**src/pkg/cit_timing_defs.vh**
```
// Byte lengths and cycle counts for the instruction timing unit.
`ifndef CIT_TIMING_DEFS_VH
`define CIT_TIMING_DEFS_VH

// Each timing constant packs {byte length[1:0], cycle count[2:0]}.
`define CIT_LEN_MSB        4
`define CIT_LEN_LSB        3
`define CIT_CYC_MSB        2
`define CIT_CYC_LSB        0

// Accumulator loads.
`define CIT_T_MOV_A_RN     {2'h1, 3'h1}
`define CIT_T_MOV_A_DIR    {2'h2, 3'h2}
`define CIT_T_MOV_A_IND    {2'h1, 3'h2}
`define CIT_T_MOV_A_IMM    {2'h2, 3'h2}

// Working register loads.
`define CIT_T_MOV_RN_A     {2'h1, 3'h2}
`define CIT_T_MOV_RN_DIR   {2'h2, 3'h4}
`define CIT_T_MOV_RN_IMM   {2'h2, 3'h2}

// Direct address stores.
`define CIT_T_MOV_DIR_A    {2'h2, 3'h3}
`define CIT_T_MOV_DIR_RN   {2'h2, 3'h3}
`define CIT_T_MOV_DIR_DIR  {2'h3, 3'h4}
`define CIT_T_MOV_DIR_IND  {2'h2, 3'h4}
`define CIT_T_MOV_DIR_IMM  {2'h3, 3'h3}

// Indirect RAM stores.
`define CIT_T_MOV_IND_A    {2'h1, 3'h3}
`define CIT_T_MOV_IND_DIR  {2'h2, 3'h3}
`define CIT_T_MOV_IND_IMM  {2'h2, 3'h3}

// Data pointer load and code memory reads.
`define CIT_T_MOV_DPTR     {2'h3, 3'h3}
`define CIT_T_MOVC         {2'h1, 3'h4}

// Stack.
`define CIT_T_PUSH         {2'h2, 3'h4}
`define CIT_T_POP          {2'h2, 3'h3}

// Exchanges.
`define CIT_T_XCH_RN       {2'h1, 3'h3}
`define CIT_T_XCH_DIR      {2'h2, 3'h4}
`define CIT_T_XCH_IND      {2'h1, 3'h4}
`define CIT_T_XCHD         {2'h1, 3'h4}

// Arithmetic and logic with the accumulator as destination.
`define CIT_T_ALU_RN       {2'h1, 3'h2}
`define CIT_T_ALU_DIR      {2'h2, 3'h3}
`define CIT_T_ALU_IND      {2'h1, 3'h3}
`define CIT_T_ALU_IMM      {2'h2, 3'h2}

// Logic with a direct byte as destination.
`define CIT_T_LOG_DIR_A    {2'h2, 3'h4}
`define CIT_T_LOG_DIR_IMM  {2'h3, 3'h4}

// Increment, decrement, multiply, divide and decimal adjust.
`define CIT_T_INC_A        {2'h1, 3'h2}
`define CIT_T_INC_RN       {2'h1, 3'h3}
`define CIT_T_INC_DIR      {2'h2, 3'h4}
`define CIT_T_INC_IND      {2'h1, 3'h4}
`define CIT_T_INC_DPTR     {2'h1, 3'h1}
`define CIT_T_MUL          {2'h1, 3'h4}
`define CIT_T_DIV          {2'h1, 3'h5}
`define CIT_T_DA           {2'h1, 3'h4}

// Single byte accumulator and carry operations.
`define CIT_T_ROT          {2'h1, 3'h1}
`define CIT_T_CLR_A        {2'h1, 3'h1}
`define CIT_T_CPL_A        {2'h1, 3'h2}
`define CIT_T_CARRY        {2'h1, 3'h1}

// Direct bit operations.
`define CIT_T_BIT_LOGIC    {2'h2, 3'h3}
`define CIT_T_BIT_TO_C     {2'h2, 3'h3}
`define CIT_T_C_TO_BIT     {2'h2, 3'h4}
`define CIT_T_BIT_WRITE    {2'h2, 3'h4}

// Unknown or out of scope opcodes are sequenced as one byte, one cycle.
`define CIT_T_UNKNOWN      {2'h1, 3'h1}

`endif

```
**src/rtl/cit_cycle_ctr.v**
```verilog
// Saturating cycle counter that tracks cycles spent on one instruction.
`timescale 1ns/100ps
`include "cit_timing_defs.vh"

module cit_cycle_ctr #(
   parameter W = 3                          // Counter width.
) (
   input  wire         clk,                 // System clock.
   input  wire         rst_n,               // Asynchronous reset, active low.
   input  wire         start,               // Loads one: first cycle is consumed.
   input  wire         step,                // Counts one more cycle.
   output reg  [W-1:0] count                // Cycles consumed so far.
);

   localparam [W-1:0] ONE = {{(W-1){1'b0}}, 1'b1};
   localparam [W-1:0] TOP = {W{1'b1}};

   // Start wins over step; the count holds at its top value when stalled.
   always @(posedge clk or negedge rst_n) begin
      if (!rst_n) begin
         count <= {W{1'b0}};
      end else if (start) begin
         count <= ONE;
      end else if (step && (count != TOP)) begin
         count <= count + ONE;
      end
   end

endmodule // cit_cycle_ctr

```
**src/rtl/cit_timing_core.v**
```verilog
// Instruction fetch sequencer that applies per-instruction lengths and cycle counts.
`timescale 1ns/100ps
`include "cit_timing_defs.vh"

module cit_timing_core #(
   parameter CYC_W = 3                      // Width of the cycle counter.
) (
   input  wire         clk,                 // System clock, 125 MHz.
   input  wire         rst_n,               // Asynchronous reset, active low.
   input  wire  [7:0]  code_byte,           // Byte from program memory.
   input  wire         code_valid,          // Program memory byte is present.
   output reg          code_req,            // Ready to take a code byte.
   output reg          busy,                // Instruction in progress.
   output reg          ins_done,            // One-cycle pulse at completion.
   output reg   [7:0]  ins_opcode,          // Opcode of completed instruction.
   output reg   [7:0]  ins_op1,             // First operand byte.
   output reg   [7:0]  ins_op2,             // Second operand byte.
   output reg   [1:0]  ins_len,             // Bytes fetched for it.
   output reg   [2:0]  ins_cyc,             // Cycle count from its timing.
   output reg          ins_known            // Opcode had a known timing.
);

   localparam       ST_FETCH = 1'b0;
   localparam       ST_EXEC  = 1'b1;
   localparam [1:0] LEN_ONE  = 2'h1;
   localparam [2:0] CYC_ONE  = 3'h1;

   // Low nibble classes shared by the regular opcode rows.
   localparam [1:0] LC_OTHER = 2'h0;
   localparam [1:0] LC_IND   = 2'h1;
   localparam [1:0] LC_REG   = 2'h2;

   // Classifies the low nibble: 8..F register, 6..7 indirect.
   function [1:0] cit_low_class;
      input [3:0] lo;
      begin
         if (lo[3])
            cit_low_class = LC_REG;
         else if (lo[3:1] == 3'h3)
            cit_low_class = LC_IND;
         else
            cit_low_class = LC_OTHER;
      end
   endfunction

   // Timing of the accumulator-destination arithmetic and logic rows.
   function [4:0] cit_alu_row;
      input [3:0] lo;
      begin
         case (cit_low_class(lo))
            LC_REG:  cit_alu_row = `CIT_T_ALU_RN;
            LC_IND:  cit_alu_row = `CIT_T_ALU_IND;
            default: cit_alu_row = (lo == 4'h5) ? `CIT_T_ALU_DIR : `CIT_T_ALU_IMM;
         endcase
      end
   endfunction

   // Returns {known, length, cycles} for one opcode.
   function [5:0] cit_decode;
      input [7:0] op;
      reg   [4:0] t;
      reg         k;
      reg   [1:0] lc;
      begin
         t  = `CIT_T_UNKNOWN;
         k  = 1'b1;
         lc = cit_low_class(op[3:0]);
         case (op[7:4])
            // Increment and decrement rows, plus the plain rotates.
            4'h0, 4'h1: begin
               if (lc == LC_REG)
                  t = `CIT_T_INC_RN;
               else if (lc == LC_IND)
                  t = `CIT_T_INC_IND;
               else if (op[3:0] == 4'h3)
                  t = `CIT_T_ROT;
               else if (op[3:0] == 4'h4)
                  t = `CIT_T_INC_A;
               else if (op[3:0] == 4'h5)
                  t = `CIT_T_INC_DIR;
               else
                  k = 1'b0;
            end
            // Add and add-with-carry rows, plus the carry rotates.
            4'h2, 4'h3: begin
               if (op[3:0] == 4'h3)
                  t = `CIT_T_ROT;
               else if (op[3:2] != 2'h0)
                  t = cit_alu_row(op[3:0]);
               else
                  k = 1'b0;
            end
            // OR, AND and XOR rows share a layout.
            4'h4, 4'h5, 4'h6: begin
               if (op[3:0] == 4'h2)
                  t = `CIT_T_LOG_DIR_A;
               else if (op[3:0] == 4'h3)
                  t = `CIT_T_LOG_DIR_IMM;
               else if (op[3:2] != 2'h0)
                  t = cit_alu_row(op[3:0]);
               else
                  k = 1'b0;
            end
            // Immediate moves and OR of carry with a direct bit.
            4'h7: begin
               if (lc == LC_REG)
                  t = `CIT_T_MOV_RN_IMM;
               else if (lc == LC_IND)
                  t = `CIT_T_MOV_IND_IMM;
               else if (op[3:0] == 4'h2)
                  t = `CIT_T_BIT_LOGIC;
               else if (op[3:0] == 4'h4)
                  t = `CIT_T_MOV_A_IMM;
               else if (op[3:0] == 4'h5)
                  t = `CIT_T_MOV_DIR_IMM;
               else
                  k = 1'b0;
            end
            // Direct destination moves, divide, code read, carry AND.
            4'h8: begin
               if (lc == LC_REG)
                  t = `CIT_T_MOV_DIR_RN;
               else if (lc == LC_IND)
                  t = `CIT_T_MOV_DIR_IND;
               else if (op[3:0] == 4'h2)
                  t = `CIT_T_BIT_LOGIC;
               else if (op[3:0] == 4'h3)
                  t = `CIT_T_MOVC;
               else if (op[3:0] == 4'h4)
                  t = `CIT_T_DIV;
               else if (op[3:0] == 4'h5)
                  t = `CIT_T_MOV_DIR_DIR;
               else
                  k = 1'b0;
            end
            // Data pointer load, carry to bit, code read, subtract.
            4'h9: begin
               if (op[3:0] == 4'h0)
                  t = `CIT_T_MOV_DPTR;
               else if (op[3:0] == 4'h2)
                  t = `CIT_T_C_TO_BIT;
               else if (op[3:0] == 4'h3)
                  t = `CIT_T_MOVC;
               else if (op[3:2] != 2'h0)
                  t = cit_alu_row(op[3:0]);
               else
                  k = 1'b0;
            end
            // Direct to register moves, bit to carry, multiply.
            4'hA: begin
               if (lc == LC_REG)
                  t = `CIT_T_MOV_RN_DIR;
               else if (lc == LC_IND)
                  t = `CIT_T_MOV_IND_DIR;
               else if (op[3:0] == 4'h0)
                  t = `CIT_T_BIT_LOGIC;
               else if (op[3:0] == 4'h2)
                  t = `CIT_T_BIT_TO_C;
               else if (op[3:0] == 4'h3)
                  t = `CIT_T_INC_DPTR;
               else if (op[3:0] == 4'h4)
                  t = `CIT_T_MUL;
               else
                  k = 1'b0;
            end
            // Complement AND to carry, bit and carry complement.
            4'hB: begin
               if (op[3:0] == 4'h0)
                  t = `CIT_T_BIT_LOGIC;
               else if (op[3:0] == 4'h2)
                  t = `CIT_T_BIT_WRITE;
               else if (op[3:0] == 4'h3)
                  t = `CIT_T_CARRY;
               else
                  k = 1'b0;
            end
            // Push, bit clear, nibble swap and exchanges.
            4'hC: begin
               if (lc == LC_REG)
                  t = `CIT_T_XCH_RN;
               else if (lc == LC_IND)
                  t = `CIT_T_XCH_IND;
               else if (op[3:0] == 4'h0)
                  t = `CIT_T_PUSH;
               else if (op[3:0] == 4'h2)
                  t = `CIT_T_BIT_WRITE;
               else if (op[3:0] == 4'h3)
                  t = `CIT_T_CARRY;
               else if (op[3:0] == 4'h4)
                  t = `CIT_T_ROT;
               else if (op[3:0] == 4'h5)
                  t = `CIT_T_XCH_DIR;
               else
                  k = 1'b0;
            end
            // Pop, bit set, decimal adjust and digit exchange.
            4'hD: begin
               if (lc == LC_IND)
                  t = `CIT_T_XCHD;
               else if (op[3:0] == 4'h0)
                  t = `CIT_T_POP;
               else if (op[3:0] == 4'h2)
                  t = `CIT_T_BIT_WRITE;
               else if (op[3:0] == 4'h3)
                  t = `CIT_T_CARRY;
               else if (op[3:0] == 4'h4)
                  t = `CIT_T_DA;
               else
                  k = 1'b0;
            end
            // Loads into the accumulator and accumulator clear.
            4'hE: begin
               if (lc == LC_REG)
                  t = `CIT_T_MOV_A_RN;
               else if (lc == LC_IND)
                  t = `CIT_T_MOV_A_IND;
               else if (op[3:0] == 4'h4)
                  t = `CIT_T_CLR_A;
               else if (op[3:0] == 4'h5)
                  t = `CIT_T_MOV_A_DIR;
               else
                  k = 1'b0;
            end
            // Stores from the accumulator and accumulator complement.
            4'hF: begin
               if (lc == LC_REG)
                  t = `CIT_T_MOV_RN_A;
               else if (lc == LC_IND)
                  t = `CIT_T_MOV_IND_A;
               else if (op[3:0] == 4'h4)
                  t = `CIT_T_CPL_A;
               else if (op[3:0] == 4'h5)
                  t = `CIT_T_MOV_DIR_A;
               else
                  k = 1'b0;
            end
            default: k = 1'b0;
         endcase
         if (!k)
            t = `CIT_T_UNKNOWN;
         cit_decode = {k, t};
      end
   endfunction

   reg              state;
   reg        [1:0] bytes_left;
   reg        [1:0] cur_len;
   reg        [2:0] cur_cyc;
   reg              cur_known;
   reg        [7:0] cur_op;
   reg        [7:0] cur_op1;
   reg        [7:0] cur_op2;
   wire [CYC_W-1:0] cyc_count;
   wire             take;
   wire       [5:0] dec;
   wire       [1:0] dec_len;
   wire       [2:0] dec_cyc;
   wire       [1:0] next_left;
   wire             exec_end;

   // Byte acceptance and decode of the byte on the bus.
   assign take      = code_req & code_valid;
   assign dec       = cit_decode(code_byte);
   assign dec_len   = dec[`CIT_LEN_MSB:`CIT_LEN_LSB];
   assign dec_cyc   = dec[`CIT_CYC_MSB:`CIT_CYC_LSB];
   assign next_left = bytes_left - {1'b0, take};

   // An instruction ends once all bytes are in and its last cycle is used.
   assign exec_end  = (next_left == 2'h0) &&
                      (cyc_count >= {{(CYC_W-3){1'b0}}, (cur_cyc - CYC_ONE)});

   // Counts system clocks from the opcode fetch onward.
   cit_cycle_ctr #(
      .W     (CYC_W)
   ) u_ctr (
      .clk   (clk),
      .rst_n (rst_n),
      .start ((state == ST_FETCH) & take),
      .step  (state == ST_EXEC),
      .count (cyc_count)
   );

   // Fetch and execution sequencer; results publish with the done pulse.
   always @(posedge clk or negedge rst_n) begin
      if (!rst_n) begin
         state      <= ST_FETCH;
         code_req   <= 1'b1;
         busy       <= 1'b0;
         ins_done   <= 1'b0;
         ins_opcode <= 8'h00;
         ins_op1    <= 8'h00;
         ins_op2    <= 8'h00;
         ins_len    <= 2'h0;
         ins_cyc    <= 3'h0;
         ins_known  <= 1'b0;
         bytes_left <= 2'h0;
         cur_len    <= 2'h0;
         cur_cyc    <= 3'h0;
         cur_known  <= 1'b0;
         cur_op     <= 8'h00;
         cur_op1    <= 8'h00;
         cur_op2    <= 8'h00;
      end else begin
         ins_done <= 1'b0;
         case (state)
            ST_FETCH: begin
               if (take) begin
                  cur_op    <= code_byte;
                  cur_len   <= dec_len;
                  cur_cyc   <= dec_cyc;
                  cur_known <= dec[5];
                  cur_op1   <= 8'h00;
                  cur_op2   <= 8'h00;
                  if ((dec_len == LEN_ONE) && (dec_cyc == CYC_ONE)) begin
                     // Single cycle forms finish on the opcode fetch itself.
                     ins_done   <= 1'b1;
                     ins_opcode <= code_byte;
                     ins_op1    <= 8'h00;
                     ins_op2    <= 8'h00;
                     ins_len    <= dec_len;
                     ins_cyc    <= dec_cyc;
                     ins_known  <= dec[5];
                  end else begin
                     state      <= ST_EXEC;
                     busy       <= 1'b1;
                     bytes_left <= dec_len - LEN_ONE;
                     code_req   <= (dec_len != LEN_ONE);
                  end
               end
            end
            ST_EXEC: begin
               if (take) begin
                  // The operand index follows from the bytes still owed.
                  if (bytes_left == (cur_len - LEN_ONE))
                     cur_op1 <= code_byte;
                  else
                     cur_op2 <= code_byte;
               end
               bytes_left <= next_left;
               if (exec_end) begin
                  state      <= ST_FETCH;
                  busy       <= 1'b0;
                  code_req   <= 1'b1;
                  ins_done   <= 1'b1;
                  ins_opcode <= cur_op;
                  ins_op1    <= (take && (bytes_left == (cur_len - LEN_ONE))) ?
                                code_byte : cur_op1;
                  ins_op2    <= (take && (bytes_left != (cur_len - LEN_ONE))) ?
                                code_byte : cur_op2;
                  ins_len    <= cur_len;
                  ins_cyc    <= cur_cyc;
                  ins_known  <= cur_known;
               end else begin
                  code_req   <= (next_left != 2'h0);
               end
            end
            default: begin
               state    <= ST_FETCH;
               code_req <= 1'b1;
               busy     <= 1'b0;
            end
         endcase
      end
   end

endmodule // cit_timing_core

```
**config.mk**
```make
export PLATFORM = sky130hd
export DESIGN_NAME = cit_timing_core
export DESIGN_NICKNAME = d
export VERILOG_FILES = /design/src/rtl/cit_cycle_ctr.v /design/src/rtl/cit_timing_core.v
export VERILOG_INCLUDE_DIRS = /design/src /design/src/pkg
export SDC_FILE = /design/constraint.sdc
export NUM_CORES = 1
export LEC_CHECK = 0
export BUFFER_PORTS_ARGS = -buffer_cell sky130_fd_sc_hd__buf_2
export CORE_ASPECT_RATIO = 0.8
export CORE_UTILIZATION = 55
export CTS_CLUSTER_DIAMETER = 80
export DETAILED_ROUTE_END_ITERATION = 16
export PLACE_DENSITY = 0.74
export RECOVER_POWER = 25
export SLEW_MARGIN = 25
export SYNTH_ARGS = -nofsm -noshare
export SYNTH_HDL_FRONTEND = slang
export SYNTH_SLANG_ARGS = --single-unit
```
**constraint.sdc**
```tcl
create_clock -name clk -period 7.3 [get_ports clk]
set_input_delay 1.46 -clock clk [delete_from_list [all_inputs] [get_ports clk]]
set_output_delay 1.46 -clock clk [all_outputs]
set_load 0.02 [all_outputs]
```
=== After elaboration in Yosys (flattened, before gate mapping) ===
Index checks and enable logic that the tools add are counted.

* Bits of input ports: 11
* Output and inout bits: 33
* Logic and storage cells: 236
* Register bits: 69

* Add/sub/neg operators: 5
* Bitwise logic cells: 3
* Magnitude comparators: 1
* Reductions and logical operators: 21
* Eq/ne operators: 41
* Mux-type cells: 147

{| class="wikitable"
|+ Operator list
! operator !! count
|-
| 2-to-1 mux 5 bit || 49
|-
| 2-to-1 mux 8 bit || 14
|-
| case mux 8 bit (2 select lines) || 5
|-
| case mux 5 bit (12 select lines) || 1
|-
| 2-to-1 mux 1 bit || 46
|-
| equality test 4 bit (second input constant) || 8
|-
| case mux 5 bit (2 select lines) || 3
|-
| 2-to-1 mux 2 bit || 13
|-
| equality test 4 x 3 -> 1 bit (second input constant) || 6
|-
| 2-to-1 mux 3 bit || 7
|-
| equality test 4 x 2 -> 1 bit (second input constant) || 4
|-
| AND reduction 3 bit || 4
|-
| case mux 1 bit (11 select lines) || 1
|-
| equality test 2 x 1 -> 1 bit (second input constant) || 5
|-
| inequality test 2 x 1 -> 1 bit (second input constant) || 5
|-
| case mux 1 bit (2 select lines) || 5
|-
| equality test 2 bit (second input constant) || 4
|-
| logical NOT 4 bit || 2
|-
| case mux 2 bit (2 select lines) || 2
|-
| inequality test 2 bit (second input constant) || 3
|-
| case mux 3 bit (2 select lines) || 1
|-
| nonzero test 2 bit || 3
|-
| OR reduction 2 bit || 3
|-
| logical AND 1 bit || 5
|-
| 16 further kinds || 19
|}

=== Logic depth before layout (Yosys ltp) ===
* Depth in word-level cells: 21
* Mapped depth: 12
* Depth with buffers taken out: 9

=== Cells and area by module ===
A second synthesis with hierarchy kept.

* Cell total of the unflattened synthesis: 472
* Area total of the unflattened synthesis: 4375.4 um2

{| class="wikitable"
|+ Modules (own cells, without submodules)
! module !! times used !! sequential area each (um2) !! cells each !! area each (um2)
|-
| cit_timing_core || 1 || 1652.8 || 457 || 4196.5
|-
| cit_cycle_ctr || 1 || 75.1 || 15 || 178.9
|}

=== Worst setup path after synthesis ===
No wires, ideal clock.

* Path type: input to register
* Start: input port code_byte[5]
* End: register ins_cyc[0]
* Stages: 12
* Buffers on the path: 5
* Setup slack: 3.485 ns
* Arrival: 3.688 ns
* Data required time: 7.172 ns
* Library setup time: 0.128 ns
* Path through: buf_4 buf_4 buf_2 clkbuf_1 nor2_1 a21oi_1 o211ai_1 o311ai_1 ha_1 a41oi_4 buf_6 mux2_1

* Longest elaborated chain between the ends: 8
* Elaborated cells on any way between the ends: 31
* Those cells by class: 18 x eq/ne; 6 x mux; 7 x reduce/logical

{| class="wikitable"
|+ RTL lines
! what !! line !! source
|-
| start, declared || cit_timing_core.v:10 || <nowiki>input wire [7:0] code_byte,</nowiki>
|-
| equality test 4 x 3 -> 1 bit, or another cell as far along || n/a ||
|-
| OR reduction 3 bit, or another cell as far along || cit_timing_core.v:68 || <nowiki>case (op[7:4])</nowiki>
|-
| case mux 5 bit (12 select lines) or case mux 1 bit (11 select lines) (tied branches) || cit_timing_core.v:68 ||
|-
| 2-to-1 mux 5 bit * || cit_timing_core.v:239 || <nowiki>if (!k)</nowiki>
|-
| equality test 3 x 1 -> 1 bit or equality test 2 x 1 -> 1 bit (tied branches) || cit_timing_core.v:314 || <nowiki>if ((dec_len == LEN_ONE) && (dec_cyc == CYC_ONE)) begin</nowiki>
|-
| logical AND 1 bit || cit_timing_core.v:314 ||
|-
| inequality test 2 x 1 -> 1 bit (no source line) || n/a ||
|-
| AND reduction 3 bit (no source line) || n/a ||
|-
| end signal, assigned || cit_timing_core.v:321 || <nowiki>ins_cyc <= dec_cyc;</nowiki>
|-
| end signal, assigned || cit_timing_core.v:351 || <nowiki>ins_cyc <= cur_cyc;</nowiki>
|-
| end, declared || cit_timing_core.v:19 || <nowiki>output reg [2:0] ins_cyc,</nowiki>
|}

Mark *: on every way between the ends. The rest lies on a longest branch, timed or not. The select of a mux whose other input is x is not followed.
A chain may end at the register's enable or synchronous reset.

==> impl_metrics.tcl <==
set metrics [dict create \
    status "finished with violations" \
    violations "max-capacitance violations, max-slew violations" \
    synth-edff-count 0 \
    clock_sinks 69 \
    arrival_ns 4.12 \
    maxCapViolCount 1 \
    clk_latency_ns 0.35 \
    route.detailed.drc 0 \
    rows 28 \
    holdBufCountCts 0 \
    synthFlopType "dfrtp_1" \
    clkSlewWorstSetupHoldPaths_ns 0.07 \
    post-route-period-util 0.6151 \
    die_x_um 101.2 \
    instances_no_fill 595 \
    r2r_slack_ns 4.00 \
    p_leak_nw 2.098 \
    antenna_found_initial 0 \
    design.core.area_mm2 0.007497 \
    min_period_ns 4.490 \
    final_area_mm2 0.004701 \
    drv_slew 70 \
    cts-htree-levels 3 \
    viasPerCell 6.158 \
    start_util 0.5779 \
    worstSetupEndpointType "async pin" \
    drt_pass1_iterations 5 \
    yosysSeqAreaShare 0.3988 \
    cp.depth 2 \
    io_buffers 43 \
    skew_ns 0.008939 \
    diodes 0 \
    grt_pass1_wl_um 17100 \
    post_cts_buffers 0 \
    vias 3664 \
    die_h_um 81.39 \
    nNetsFinal 505 \
    synth_area_mm2 0.004333 \
    nFillCells 663 \
    slew_headroom -1.414 \
    post_dp_cell_area_mm2 0.004453 \
    yosys-top-cells-count "dfrtp_1 (68), nand2_1 (65), o21ai_0 (41)" \
    track_usage 0.2738 \
    cp_top_family "buffers and inverters" \
    dp_cells 579 \
    drt-total-wl_um 10530 \
    cts_inserted_buffers 9 \
    path_buf_inv 2 \
    ys_ff_latch 69 \
    antenna_left 0 \
    cp-startpoint "rst_n" \
    whs_endpoint "ins_op1[3]" \
    required_ns 6.93 \
    r2r-end "busy" \
    grt_pass1_vias 3296 \
    final.setup.tns_ns 0 \
    cts_tree "done" \
    wl_per_cell_um 17.70 \
    worstMarginPinSlew_ns 3.621 \
    hold_start "ins_op1[3]" \
    r2r_cells 4 \
    synth.most_common_cell "dfrtp_1" \
    irDropWorstVdd_mv 0.2062 \
    dp_hpwl_um 6853 \
    async_flop_share 1.000 \
    critPathSlowestCell "clkbuf_1" \
    dieArea_mm2 0.008239 \
    ys_types 69 \
    cpPeakStageDelay_ns 2.52 \
    synth_nets 489 \
    grt_max_degree 70 \
    timing.fmax_mhz 222.7 \
    r2r-start "state" \
    grt_remaining_overflow 0 \
    avgSynthCellArea_um2 9.219 \
    synth_top_area_frac 0.3927 \
    start_kind "input pin" \
    synth_cells 470 \
    rsz0062_at_grt "false" \
    yosysTopAreaCell "dfrtp_1" \
    cts_resized 0 \
    synth_area_leaders "dfrtp_1 (39%), nand2_1 (5.6%), o21ai_0 (4.7%)" \
    setup_violations 0 \
    powerDensity_mw_per_mm2 427.3 \
    crit_chain "buf_2 -> clkbuf_1" \
    min_path_cells 1 \
    drive_above_1_share 0.1755 \
    worstSetupPathType "in -> async" \
    ios 44 \
    synth-warning-count 0 \
    root_buffer "clkbuf_8" \
    drt_first_iter_violations 365 \
    syn2layout_area_growth_pct 8.490 \
    routabilityCongestion 0.9589 \
    hold_viol_final 0 \
    hold_class "reg -> reg" \
    clk_path_buf_depth 2 \
    cp_max_fo 69 \
]
## sequential cells by signal, indices dropped and copies added, names as in the netlist, 2 cells and up
register / cells
ins_cyc: 3
cur_op2: 8
cur_cyc: 3
ins_opcode: 8
cur_op: 8
bytes_left: 2
cur_op1: 8
u_ctr.count: 3
ins_op1: 8
ins_len: 2
ins_op2: 8
cur_len: 2
## how the worst max path moves through the flow
stage / slack (ns) / to
after floorplan: 3.48 / ins_cyc[0]
after global placement: 2.59 / ins_known
after detailed placement: 2.54 / ins_opcode[7]
after CTS: 2.90 / ins_opcode[7]
after global routing: 1.94 / ins_len[1]
final: 2.81 / cur_op1[7]
## cell usage in the layout, fill, tap and decap left out, types with 5 or more instances in the layout
master	n
nor2b_1	5
buf_2	43
inv_1	12
mux2_2	9
o21ai_0	41
nand2b_1	13
a21o_1	11
dfrtp_1	68
nor3_1	19
nor2_1	19
mux2i_1	15
mux2_1	11
a21oi_1	27
a22oi_1	14
ha_1	8
o2bb2ai_1	11
nand2_1	65
clkbuf_8	11
## cell type report
class / instances / area, um^2 / share of cell area
clock inverters: 3 / 68.82 / 0.01464
clock buffers: 12 / 155.1 / 0.03301
flip-flops and latches: 69 / 1728 / 0.3676
inverters: 13 / 48.80 / 0.01038
repair buffers: 46 / 254.0 / 0.05403
well taps: 105 / 131.4 / 0.02795
multi-input cells: 347 / 2315 / 0.4924
## per-stage QoR
step           utilization  total power [W]  setup WS [ns]  hold WS (ns)
6_report            0.6270         0.002009          2.810        0.4747
5_1_grt             0.6270         0.002165          1.939        0.4844
4_1_cts             0.6238         0.001987          2.898        0.4776
3_5_place_dp        0.5940         0.001627          2.538        0.4595
3_3_place_gp        0.5940         0.001595          2.587        0.4539
2_1_floorplan            -         0.001409          3.485        0.4403
## cell families after synthesis
| family | synth area share |
|---|---|
| and+or+nand+nor | 0.1799 |
| AOI/OAI and AO/OA | 0.2333 |
| DFF | 0.3988 |
| buffers and inverters | 0.06699 |
| muxes | 0.08981 |
| adders and majority gates | 0.02310 |
| xor gates and xnor gates | 0.008085 |
## where the power goes
part / switching (W) / internal (W) / leakage, nW
Sequential: 0.000122 / 0.000560 / 0.855
Combinational: 0.000564 / 0.000408 / 1.13
Clock: 0.000146 / 0.000210 / 0.113
## routing by layer
layer / vias to the layer above / global-route usage / part of all wire
li1: 1741 / - / -
met4: 0 / 0.08696 / 0.015
met3: 13 / 0.07573 / 0.078
met5: - / 0 / 0
met2: 158 / 0.4082 / 0.45
met1: 1752 / 0.3858 / 0.46
(Power assumes the default switching activity.)
